`config.mk`:
```
export PLATFORM = sky130hd
export DESIGN_NAME = sie_status_indicator_encoder
export DESIGN_NICKNAME = d
export VERILOG_FILES = /design/src/sie_status_indicator_encoder.v
export VERILOG_INCLUDE_DIRS = /design/src
export SDC_FILE = /design/constraint.sdc
export NUM_CORES = 1
export LEC_CHECK = 0
export BUFFER_PORTS_ARGS = -buffer_cell sky130_fd_sc_hd__buf_4
export CORE_ASPECT_RATIO = 1.5
export CORE_MARGIN = 2
export CORE_UTILIZATION = 45
export DETAILED_ROUTE_END_ITERATION = 8
export GPL_TIMING_DRIVEN = 0
export PLACE_DENSITY = 0.75
export RECOVER_POWER = 50
export SYNTH_ARGS = -nofsm -noshare
export SYNTH_HDL_FRONTEND = slang
export SYNTH_SLANG_ARGS = --single-unit
```
`constraint.sdc`:
```
create_clock -name i_ref_clk -period 2.4 [get_ports i_ref_clk]
set_input_delay 0.36 -clock i_ref_clk [delete_from_list [all_inputs] [get_ports i_ref_clk]]
set_output_delay 0.36 -clock i_ref_clk [all_outputs]
set_load 0.01 [all_outputs]
```
`src/sie_map.vh`:
```
`ifndef SIE_MAP_VH
`define SIE_MAP_VH

// timing
`define SIE_CLK_KHZ         250000
`define SIE_BLINK_HALF_MS   500
`define SIE_BLINK_HALF_CYC  (`SIE_BLINK_HALF_MS * `SIE_CLK_KHZ)

// register offsets (byte addresses)
`define SIE_OFS_CTRL        8'h00
`define SIE_OFS_STATUS      8'h04
`define SIE_OFS_MASK        8'h08
`define SIE_OFS_DISPLAY     8'h0c
`define SIE_OFS_CHAN        8'h10

// reset values
`define SIE_CTRL_RST        32'h00000001
`define SIE_MASK_RST        6'h00

// control fields
`define SIE_CTRL_ENABLE     0
`define SIE_CTRL_FREEZE     1

// event bits of status and mask
`define SIE_EV_W            6
`define SIE_EV_CRIT         0
`define SIE_EV_ABORT        1
`define SIE_EV_NETFAIL      2
`define SIE_EV_CONNERR      3
`define SIE_EV_CHANERR      4
`define SIE_EV_SUPPLY       5

// module state codes
`define SIE_MOD_SELFTEST    3'h0
`define SIE_MOD_CONFIG      3'h1
`define SIE_MOD_WAIT_ID     3'h2
`define SIE_MOD_IDLE        3'h3
`define SIE_MOD_EXEC        3'h4
`define SIE_MOD_ABORT       3'h5
`define SIE_MOD_CRIT        3'h6

// display codes for two-colour indicators
`define SIE_DSP_OFF         3'h0
`define SIE_DSP_GREEN       3'h1
`define SIE_DSP_GREEN_BLINK 3'h2
`define SIE_DSP_RED_BLINK   3'h3
`define SIE_DSP_RED         3'h4
`define SIE_DSP_ALT         3'h5

// display codes for supply and config lock
`define SIE_SUP_OFF         2'h0
`define SIE_SUP_RED         2'h1
`define SIE_SUP_GREEN       2'h2
`define SIE_LOCK_OFF        2'h0
`define SIE_LOCK_STEADY     2'h1
`define SIE_LOCK_BLINK      2'h2

`endif

```
`src/sie_status_indicator_encoder.v`:
```
// The AHB-Lite slave port and the placing of the registers were left to the implementer.
`timescale 1ns/1ps
`default_nettype none
`include "sie_map.vh"

module sie_status_indicator_encoder #(
    parameter NCH         = 12,
    parameter HALF_CYCLES = `SIE_BLINK_HALF_CYC,
    parameter AW          = 8
) (
    input  wire            i_ref_clk,
    input  wire            i_sys_rst,
    // ahb-lite slave
    input  wire            i_hsel,
    input  wire [AW-1:0]   i_haddr,
    input  wire [1:0]      i_htrans,
    input  wire            i_hwrite,
    input  wire [2:0]      i_hsize,
    input  wire            i_hready,
    input  wire [31:0]     i_hwdata,
    output reg  [31:0]     o_hrdata,
    output reg             o_hreadyout,
    output reg             o_hresp,
    output reg             o_irq,
    // node state
    input  wire            i_switched_output_supply_present,
    input  wire            i_switched_output_supply_in_range,
    input  wire            i_logic_supply_present,
    input  wire            i_logic_supply_in_range,
    input  wire            i_cfg_valid,
    input  wire            i_cfg_locked,
    input  wire [2:0]      i_module_state,
    input  wire            i_unrecoverable_fault,
    input  wire            i_net_online,
    input  wire            i_net_conn_established,
    input  wire            i_net_conn_error,
    input  wire            i_net_bus_off,
    input  wire            i_net_dup_address,
    input  wire            i_net_wait_id,
    input  wire [NCH-1:0]  i_chan_active,
    input  wire [NCH-1:0]  i_chan_error,
    // indicators
    output reg             o_switched_output_supply_red,
    output reg             o_switched_output_supply_green,
    output reg             o_logic_supply_red,
    output reg             o_logic_supply_green,
    output reg             o_config_lock_indicator_yellow,
    output reg             o_module_state_indicator_red,
    output reg             o_module_state_indicator_green,
    output reg             o_network_state_indicator_red,
    output reg             o_network_state_indicator_green,
    output reg  [NCH-1:0]  o_chan_red,
    output reg  [NCH-1:0]  o_chan_yellow
);

    localparam CW = $clog2(HALF_CYCLES + 1);
    localparam [31:0]   HALF_LAST_W = HALF_CYCLES - 1;
    localparam [CW-1:0] HALF_LAST   = HALF_LAST_W[CW-1:0];
    localparam [CW-1:0] CNT_ONE     = {{(CW-1){1'b0}}, 1'b1};

    //------------------------------------------------------------
    // blink timebase
    //------------------------------------------------------------
    reg  [CW-1:0]  blink_cnt_reg;
    reg            blink_phase_reg;
    reg  [31:0]    ctrl_reg;
    wire           ctl_enable = ctrl_reg[`SIE_CTRL_ENABLE];
    wire           ctl_freeze = ctrl_reg[`SIE_CTRL_FREEZE];

    always @(posedge i_ref_clk) begin
        if (i_sys_rst) begin
            blink_cnt_reg   <= {CW{1'b0}};
            blink_phase_reg <= 1'b0;
        end else if (ctl_freeze) begin
            // hold phase for lamp inspection
            blink_cnt_reg   <= {CW{1'b0}};
        end else if (blink_cnt_reg == HALF_LAST) begin
            blink_cnt_reg   <= {CW{1'b0}};
            blink_phase_reg <= ~blink_phase_reg;
        end else begin
            blink_cnt_reg   <= blink_cnt_reg + CNT_ONE;
        end
    end

    //------------------------------------------------------------
    // display code selection
    //------------------------------------------------------------
    reg  [1:0]  sw_sup_code;
    reg  [1:0]  lg_sup_code;
    reg  [1:0]  lock_code;
    reg  [2:0]  mod_code;
    reg  [2:0]  net_code;

    always @* begin
        if (!i_switched_output_supply_present)
            sw_sup_code = `SIE_SUP_OFF;
        else if (!i_switched_output_supply_in_range)
            sw_sup_code = `SIE_SUP_RED;
        else
            sw_sup_code = `SIE_SUP_GREEN;
        if (!i_logic_supply_present)
            lg_sup_code = `SIE_SUP_OFF;
        else if (!i_logic_supply_in_range)
            lg_sup_code = `SIE_SUP_RED;
        else
            lg_sup_code = `SIE_SUP_GREEN;
        if (!i_cfg_valid)
            lock_code = `SIE_LOCK_OFF;
        else if (i_cfg_locked)
            lock_code = `SIE_LOCK_STEADY;
        else
            lock_code = `SIE_LOCK_BLINK;
    end

    always @* begin
        if (i_unrecoverable_fault) begin
            mod_code = `SIE_DSP_RED;
        end else begin
            case (i_module_state)
                `SIE_MOD_EXEC:     mod_code = `SIE_DSP_GREEN;
                `SIE_MOD_IDLE:     mod_code = `SIE_DSP_GREEN_BLINK;
                `SIE_MOD_ABORT:    mod_code = `SIE_DSP_RED_BLINK;
                `SIE_MOD_CRIT:     mod_code = `SIE_DSP_RED;
                `SIE_MOD_SELFTEST: mod_code = `SIE_DSP_ALT;
                `SIE_MOD_CONFIG:   mod_code = `SIE_DSP_ALT;
                `SIE_MOD_WAIT_ID:  mod_code = `SIE_DSP_ALT;
                default:           mod_code = `SIE_DSP_OFF;
            endcase
        end
    end

    // severity order: comm failure, not on-line, connection error, waiting, ok
    always @* begin
        if (i_net_bus_off || i_net_dup_address)
            net_code = `SIE_DSP_RED;
        else if (!i_net_online)
            net_code = `SIE_DSP_OFF;
        else if (i_net_conn_error)
            net_code = `SIE_DSP_RED_BLINK;
        else if (i_net_wait_id)
            net_code = `SIE_DSP_ALT;
        else if (i_net_conn_established)
            net_code = `SIE_DSP_GREEN;
        else
            net_code = `SIE_DSP_GREEN_BLINK;
    end

    function [1:0] dsp_rg;
        input [2:0] code;
        input       phase;
        begin
            case (code)
                `SIE_DSP_GREEN:       dsp_rg = 2'h1;
                `SIE_DSP_GREEN_BLINK: dsp_rg = {1'b0, phase};
                `SIE_DSP_RED_BLINK:   dsp_rg = {phase, 1'b0};
                `SIE_DSP_RED:         dsp_rg = 2'h2;
                `SIE_DSP_ALT:         dsp_rg = {phase, ~phase};
                default:              dsp_rg = 2'h0;
            endcase
        end
    endfunction

    wire [1:0] mod_rg = dsp_rg(mod_code, blink_phase_reg);
    wire [1:0] net_rg = dsp_rg(net_code, blink_phase_reg);

    //------------------------------------------------------------
    // indicator outputs
    //------------------------------------------------------------
    always @(posedge i_ref_clk) begin
        if (i_sys_rst || !ctl_enable) begin
            o_switched_output_supply_red    <= 1'b0;
            o_switched_output_supply_green  <= 1'b0;
            o_logic_supply_red              <= 1'b0;
            o_logic_supply_green            <= 1'b0;
            o_config_lock_indicator_yellow  <= 1'b0;
            o_module_state_indicator_red    <= 1'b0;
            o_module_state_indicator_green  <= 1'b0;
            o_network_state_indicator_red   <= 1'b0;
            o_network_state_indicator_green <= 1'b0;
            o_chan_red                      <= {NCH{1'b0}};
            o_chan_yellow                   <= {NCH{1'b0}};
        end else begin
            o_switched_output_supply_red    <= (sw_sup_code == `SIE_SUP_RED);
            o_switched_output_supply_green  <= (sw_sup_code == `SIE_SUP_GREEN);
            o_logic_supply_red              <= (lg_sup_code == `SIE_SUP_RED);
            o_logic_supply_green            <= (lg_sup_code == `SIE_SUP_GREEN);
            o_config_lock_indicator_yellow  <= (lock_code == `SIE_LOCK_STEADY) ||
                ((lock_code == `SIE_LOCK_BLINK) && blink_phase_reg);
            o_module_state_indicator_red    <= mod_rg[1];
            o_module_state_indicator_green  <= mod_rg[0];
            o_network_state_indicator_red   <= net_rg[1];
            o_network_state_indicator_green <= net_rg[0];
            o_chan_red                      <= i_chan_error;
            o_chan_yellow                   <= i_chan_active & ~i_chan_error;
        end
    end

    //------------------------------------------------------------
    // events
    //------------------------------------------------------------
    reg  [`SIE_EV_W-1:0] cond_prev_reg;
    reg  [`SIE_EV_W-1:0] status_reg;
    reg  [`SIE_EV_W-1:0] mask_reg;
    reg  [`SIE_EV_W-1:0] cond_now;

    always @* begin
        cond_now = {`SIE_EV_W{1'b0}};
        cond_now[`SIE_EV_CRIT]    = (mod_code == `SIE_DSP_RED);
        cond_now[`SIE_EV_ABORT]   = (mod_code == `SIE_DSP_RED_BLINK);
        cond_now[`SIE_EV_NETFAIL] = (net_code == `SIE_DSP_RED);
        cond_now[`SIE_EV_CONNERR] = (net_code == `SIE_DSP_RED_BLINK);
        cond_now[`SIE_EV_CHANERR] = |i_chan_error;
        cond_now[`SIE_EV_SUPPLY]  = (sw_sup_code == `SIE_SUP_RED) ||
                                    (lg_sup_code == `SIE_SUP_RED);
    end

    wire [`SIE_EV_W-1:0] ev_rise = cond_now & ~cond_prev_reg;

    //------------------------------------------------------------
    // ahb-lite slave
    //------------------------------------------------------------
    reg            wr_pend_reg;
    reg  [AW-1:0]  wr_addr_reg;
    reg  [31:0]    rd_mux;
    wire           addr_ok = i_hsel && i_hready && i_htrans[1];
    wire           wr_ctrl = wr_pend_reg && (wr_addr_reg == `SIE_OFS_CTRL);
    wire           wr_stat = wr_pend_reg && (wr_addr_reg == `SIE_OFS_STATUS);
    wire           wr_mask = wr_pend_reg && (wr_addr_reg == `SIE_OFS_MASK);
    wire [`SIE_EV_W-1:0] w1c = wr_stat ? i_hwdata[`SIE_EV_W-1:0]
                                       : {`SIE_EV_W{1'b0}};

    always @* begin
        rd_mux = 32'h00000000;
        case (i_haddr)
            `SIE_OFS_CTRL:    rd_mux = {30'h00000000, ctrl_reg[1:0]};
            `SIE_OFS_STATUS:  rd_mux[`SIE_EV_W-1:0] = status_reg;
            `SIE_OFS_MASK:    rd_mux[`SIE_EV_W-1:0] = mask_reg;
            `SIE_OFS_DISPLAY: rd_mux = {10'h000, lg_sup_code, 2'h0, sw_sup_code,
                                        2'h0, lock_code, 1'b0, net_code,
                                        1'b0, mod_code, 3'h0, blink_phase_reg};
            `SIE_OFS_CHAN:    rd_mux = {{(16-NCH){1'b0}}, i_chan_error,
                                        {(16-NCH){1'b0}}, i_chan_active};
            default:          rd_mux = 32'h00000000;
        endcase
    end

    always @(posedge i_ref_clk) begin
        if (i_sys_rst) begin
            wr_pend_reg   <= 1'b0;
            wr_addr_reg   <= {AW{1'b0}};
            o_hrdata      <= 32'h00000000;
            o_hreadyout   <= 1'b1;
            o_hresp       <= 1'b0;
            ctrl_reg      <= `SIE_CTRL_RST;
            mask_reg      <= `SIE_MASK_RST;
            status_reg    <= {`SIE_EV_W{1'b0}};
            cond_prev_reg <= {`SIE_EV_W{1'b0}};
            o_irq         <= 1'b0;
        end else begin
            wr_pend_reg   <= addr_ok && i_hwrite;
            wr_addr_reg   <= i_haddr;
            o_hreadyout   <= 1'b1;
            o_hresp       <= 1'b0;
            if (addr_ok && !i_hwrite)
                o_hrdata  <= rd_mux;
            if (wr_ctrl)
                ctrl_reg  <= {30'h00000000, i_hwdata[1:0]};
            if (wr_mask)
                mask_reg  <= i_hwdata[`SIE_EV_W-1:0];
            cond_prev_reg <= cond_now;
            // a new event outranks a same-cycle clear
            status_reg    <= (status_reg & ~w1c) | ev_rise;
            o_irq         <= |(status_reg & mask_reg);
        end
    end

endmodule // sie_status_indicator_encoder
`default_nettype wire

```
==> impl_summary.log <==
INFO  metric status = finished, final reports clean
INFO  metric setup.worst_path.start_class = register
INFO  metric hp-class = input pin to register
INFO  metric async_reset_ff_share = 0%
INFO  metric grt_util_all_layers = 23.7%
INFO  metric ant_nets = 0
INFO  metric fmaxAchievable = 479 MHz
INFO  metric timing.hold.worst_path_depth = 2
INFO  metric io-pin-count = 158
INFO  metric slew_viol_final = 0
INFO  metric worst_ir_drop_vdd = 0.598 mV
INFO  metric tritoncts = done
INFO  metric worst_reg2reg_path_depth = 5
INFO  metric worstPathArrival = 2370 ps
INFO  metric netlist.top_cell.by_area = sky130_fd_sc_hd__dfxtp_1
INFO  metric whs = 131 ps
INFO  metric grt_setup_unrepaired = false
INFO  metric worstPathMaxFanout = 10
INFO  metric max-slew-margin-rel = 51.5%
INFO  metric yosysTopAreaCellShare = 50.3%
INFO  metric num_vias = 4277
INFO  metric hold_path_end = o_chan_yellow[6]
INFO  metric clock-sinks = 117
INFO  metric crit_path_max_incr_delay = 520 ps
INFO  metric finalWorstPathRequiredPeriod = 2090 ps
INFO  metric cap_violations = 0
INFO  metric synth.top_cells.by_count = sky130_fd_sc_hd__dfxtp_1 (117), sky130_fd_sc_hd__nor2_1 (49), sky130_fd_sc_hd__nand2_1 (36), sky130_fd_sc_hd__a21oi_1 (24), sky130_fd_sc_hd__a22oi_1 (21)
INFO  metric main_area_contributors_after_synthesis = sky130_fd_sc_hd__dfxtp_1 (50%), sky130_fd_sc_hd__nor2_1 (3.9%), sky130_fd_sc_hd__a22oi_1 (3.4%)
INFO  metric number_of_hold_violations_in_the_final_report = 0
INFO  metric grt-ovfl-total = 0
INFO  metric grt_pass1_vias = 4079
INFO  metric largest_register_ffs = 27
INFO  metric critical_path.reg2reg.startpoint = blink_cnt_reg[15]
INFO  metric core = 0.0101 sq mm
INFO  metric detail_route.vias_per_cell = 5.59
INFO  metric number_of_enable_type_register_cells_in_the_synthesized_netlist = 0
INFO  metric first_pass_iters = 4
INFO  metric synth-warning-count = 0
INFO  metric ys_types = 57
INFO  metric die_area = 0.0112 sq mm
INFO  metric insertion_delay = 410 ps
INFO  metric grt_first_pass_wirelength = 20.2 mm
INFO  metric wl_per_cell = 17.5 um
INFO  metric worst_r2r_dst = blink_cnt_reg[25]
INFO  metric num_rows = 45
INFO  metric syn_area_per_cell = 9.49 sq um
INFO  metric yosys_most_used_dff = sky130_fd_sc_hd__dfxtp_1
INFO  metric crit_path_top_delay_cell = sky130_fd_sc_hd__or4_1
INFO  metric fin_crit_sh = 86.9%
INFO  metric critPathRequiredTime = 2680 ps
INFO  metric place.gp.congestion = 0.917
INFO  metric drive_gt1_share = 17.1%
INFO  metric hold_start = i_chan_error[6]
INFO  metric cts-resized-gates = 0
INFO  metric maximum_number_of_pins_on_one_net_before_global_route_repair = 17
INFO  metric cts_hold_buffers = 0
INFO  metric detailedPlacementHpwl = 10.1 mm
INFO  metric drc_errors = 0
INFO  metric die_w = 87.1 um
INFO  metric start_util = 46.2%
INFO  metric cts.clk_slew.worst_paths = 60 ps
INFO  metric postCtsSetupBuffers = 0
INFO  metric antenna_cells = 0
INFO  metric clock_tree.root_cell = sky130_fd_sc_hd__clkbuf_16
INFO  metric fin_setup_tns = 0 ps
INFO  metric worst_path_dominant_cell_family = simple AND/OR/NAND/NOR gates
INFO  metric routed_wirelength = 13.4 mm
INFO  metric maximum_clock_insertion_buffer_count = 2
INFO  metric post_synth_inst_count = 491
INFO  metric cell_with_the_most_instances_after_synthesis = sky130_fd_sc_hd__dfxtp_1
INFO  metric critPathCaptureType = register
INFO  metric syn_to_final_growth = 31.6%
INFO  metric timing.clock.skew = 10.8 ps
INFO  metric syn_area = 0.00466 sq mm
INFO  metric fin_total_pwr = 5.03 mW
INFO  metric crit_path_cell_trace = or4_1 -> or3_4 -> o31ai_4 -> buf_6 -> a21oi_1
INFO  metric proportion_of_synthesized_chip_area_in_sequential_cells = 50.3%
INFO  metric die_h = 129 um
INFO  metric critPathLaunch = blink_cnt_reg[15]
INFO  metric timing.final.setup_violations = 0
INFO  metric drt-initial-drc-count = 221
INFO  metric ys_seq_elements = 117
INFO  metric cts_buffers = 17
INFO  metric grt_antenna_before_repair = 0
INFO  metric power-per-cell-area = 821 mW/mm^2
INFO  metric cts.htree.levels = 4
INFO  metric worstMarginPinSlew = 727 ps
INFO  metric lkg_pwr = 2.33 nW
INFO  metric cp_num_buf_inv = 1
INFO  metric io_buf_count = 119
INFO  metric critical_path_class = register to register
INFO  metric design.final.nets = 726
INFO  metric ff2ff_setup_slack = 310 ps
==> power breakdown <==
group | switching (mW) | internal (mW)
clock | 0.916 | 1.78
combinational | 0.178 | 0.143
sequential | 0.0206 | 1.99
total | 1.11 | 3.92
==> metal layers <==
metal	up-vias	share of wire, %	global-route usage, %
met4	0	3.7	11.7
met1	2012	36	23.1
met3	33	6.6	6.99
met2	175	54	44.3
met5	-	0	0
li1	2057	-	-
==> placed cells by master, fill, tap and decap left out, types with 7 or more instances in the layout <==
master	instances
sky130_fd_sc_hd__o31ai_1	7
sky130_fd_sc_hd__a22oi_1	21
sky130_fd_sc_hd__buf_4	64
sky130_fd_sc_hd__or4_1	9
sky130_fd_sc_hd__and2_1	12
sky130_fd_sc_hd__conb_1	8
sky130_fd_sc_hd__nand2_1	36
sky130_fd_sc_hd__clkbuf_16	17
sky130_fd_sc_hd__dfxtp_1	117
sky130_fd_sc_hd__nor3_1	8
sky130_fd_sc_hd__xor2_1	9
sky130_fd_sc_hd__nor2_1	49
sky130_fd_sc_hd__mux2i_1	11
sky130_fd_sc_hd__nor2b_1	13
sky130_fd_sc_hd__and3_1	7
sky130_fd_sc_hd__nor3b_1	16
sky130_fd_sc_hd__nand3_1	19
sky130_fd_sc_hd__clkbuf_1	76
sky130_fd_sc_hd__o21ai_0	12
sky130_fd_sc_hd__nand4_1	9
sky130_fd_sc_hd__a21oi_1	24
==> cells by family (layout without fill, tap and decap cells) <==
logic type	Yosys count	after routing	share of synthesized area (%)
multiplexers	12	12	2.60
flip-flops	117	117	50.3
AND/OR/NAND/NOR	217	217	26.4
AO/OA/AOI/OAI	93	93	13.7
buffers and inverters	34	185	3.79
XOR/XNOR	15	15	2.82
other	2	8	0.161
adder cells (fa/ha/maj)	1	1	0.268
==> worst max-delay path by stage <==
stage | cells after the start | to
4_1_cts | 5 | blink_cnt_reg[25]
3_3_place_gp | 5 | o_module_state_indicator_green
2_1_floorplan | 5 | blink_cnt_reg[18]
3_5_place_dp | 5 | o_module_state_indicator_green
5_1_grt | 6 | blink_cnt_reg[25]
6_report | 5 | blink_cnt_reg[25]
==> through the flow <==
stage	area (sq um)	utilization, %	std cells	setup WS, ps
after floorplan	4680	-	497	537
after global placement	5720	56.8	733	322
after detailed placement	5720	56.8	733	307
after CTS	6360	63.1	765	317
after global routing	6130	60.8	765	242
final	6130	60.8	765	314
==> final cells by class <==
cell class | count | area, sq um
Tap cell | 117 | 146
Sequential cell | 117 | 2340
Clock buffer | 19 | 443
Inverter | 7 | 26.3
Fill cell | 904 | 3950
Clock inverter | 13 | 199
Multi-Input combinational cell | 346 | 2160
Buffer | 27 | 150
Timing Repair Buffer | 119 | 661
(Power assumes the default switching activity.)
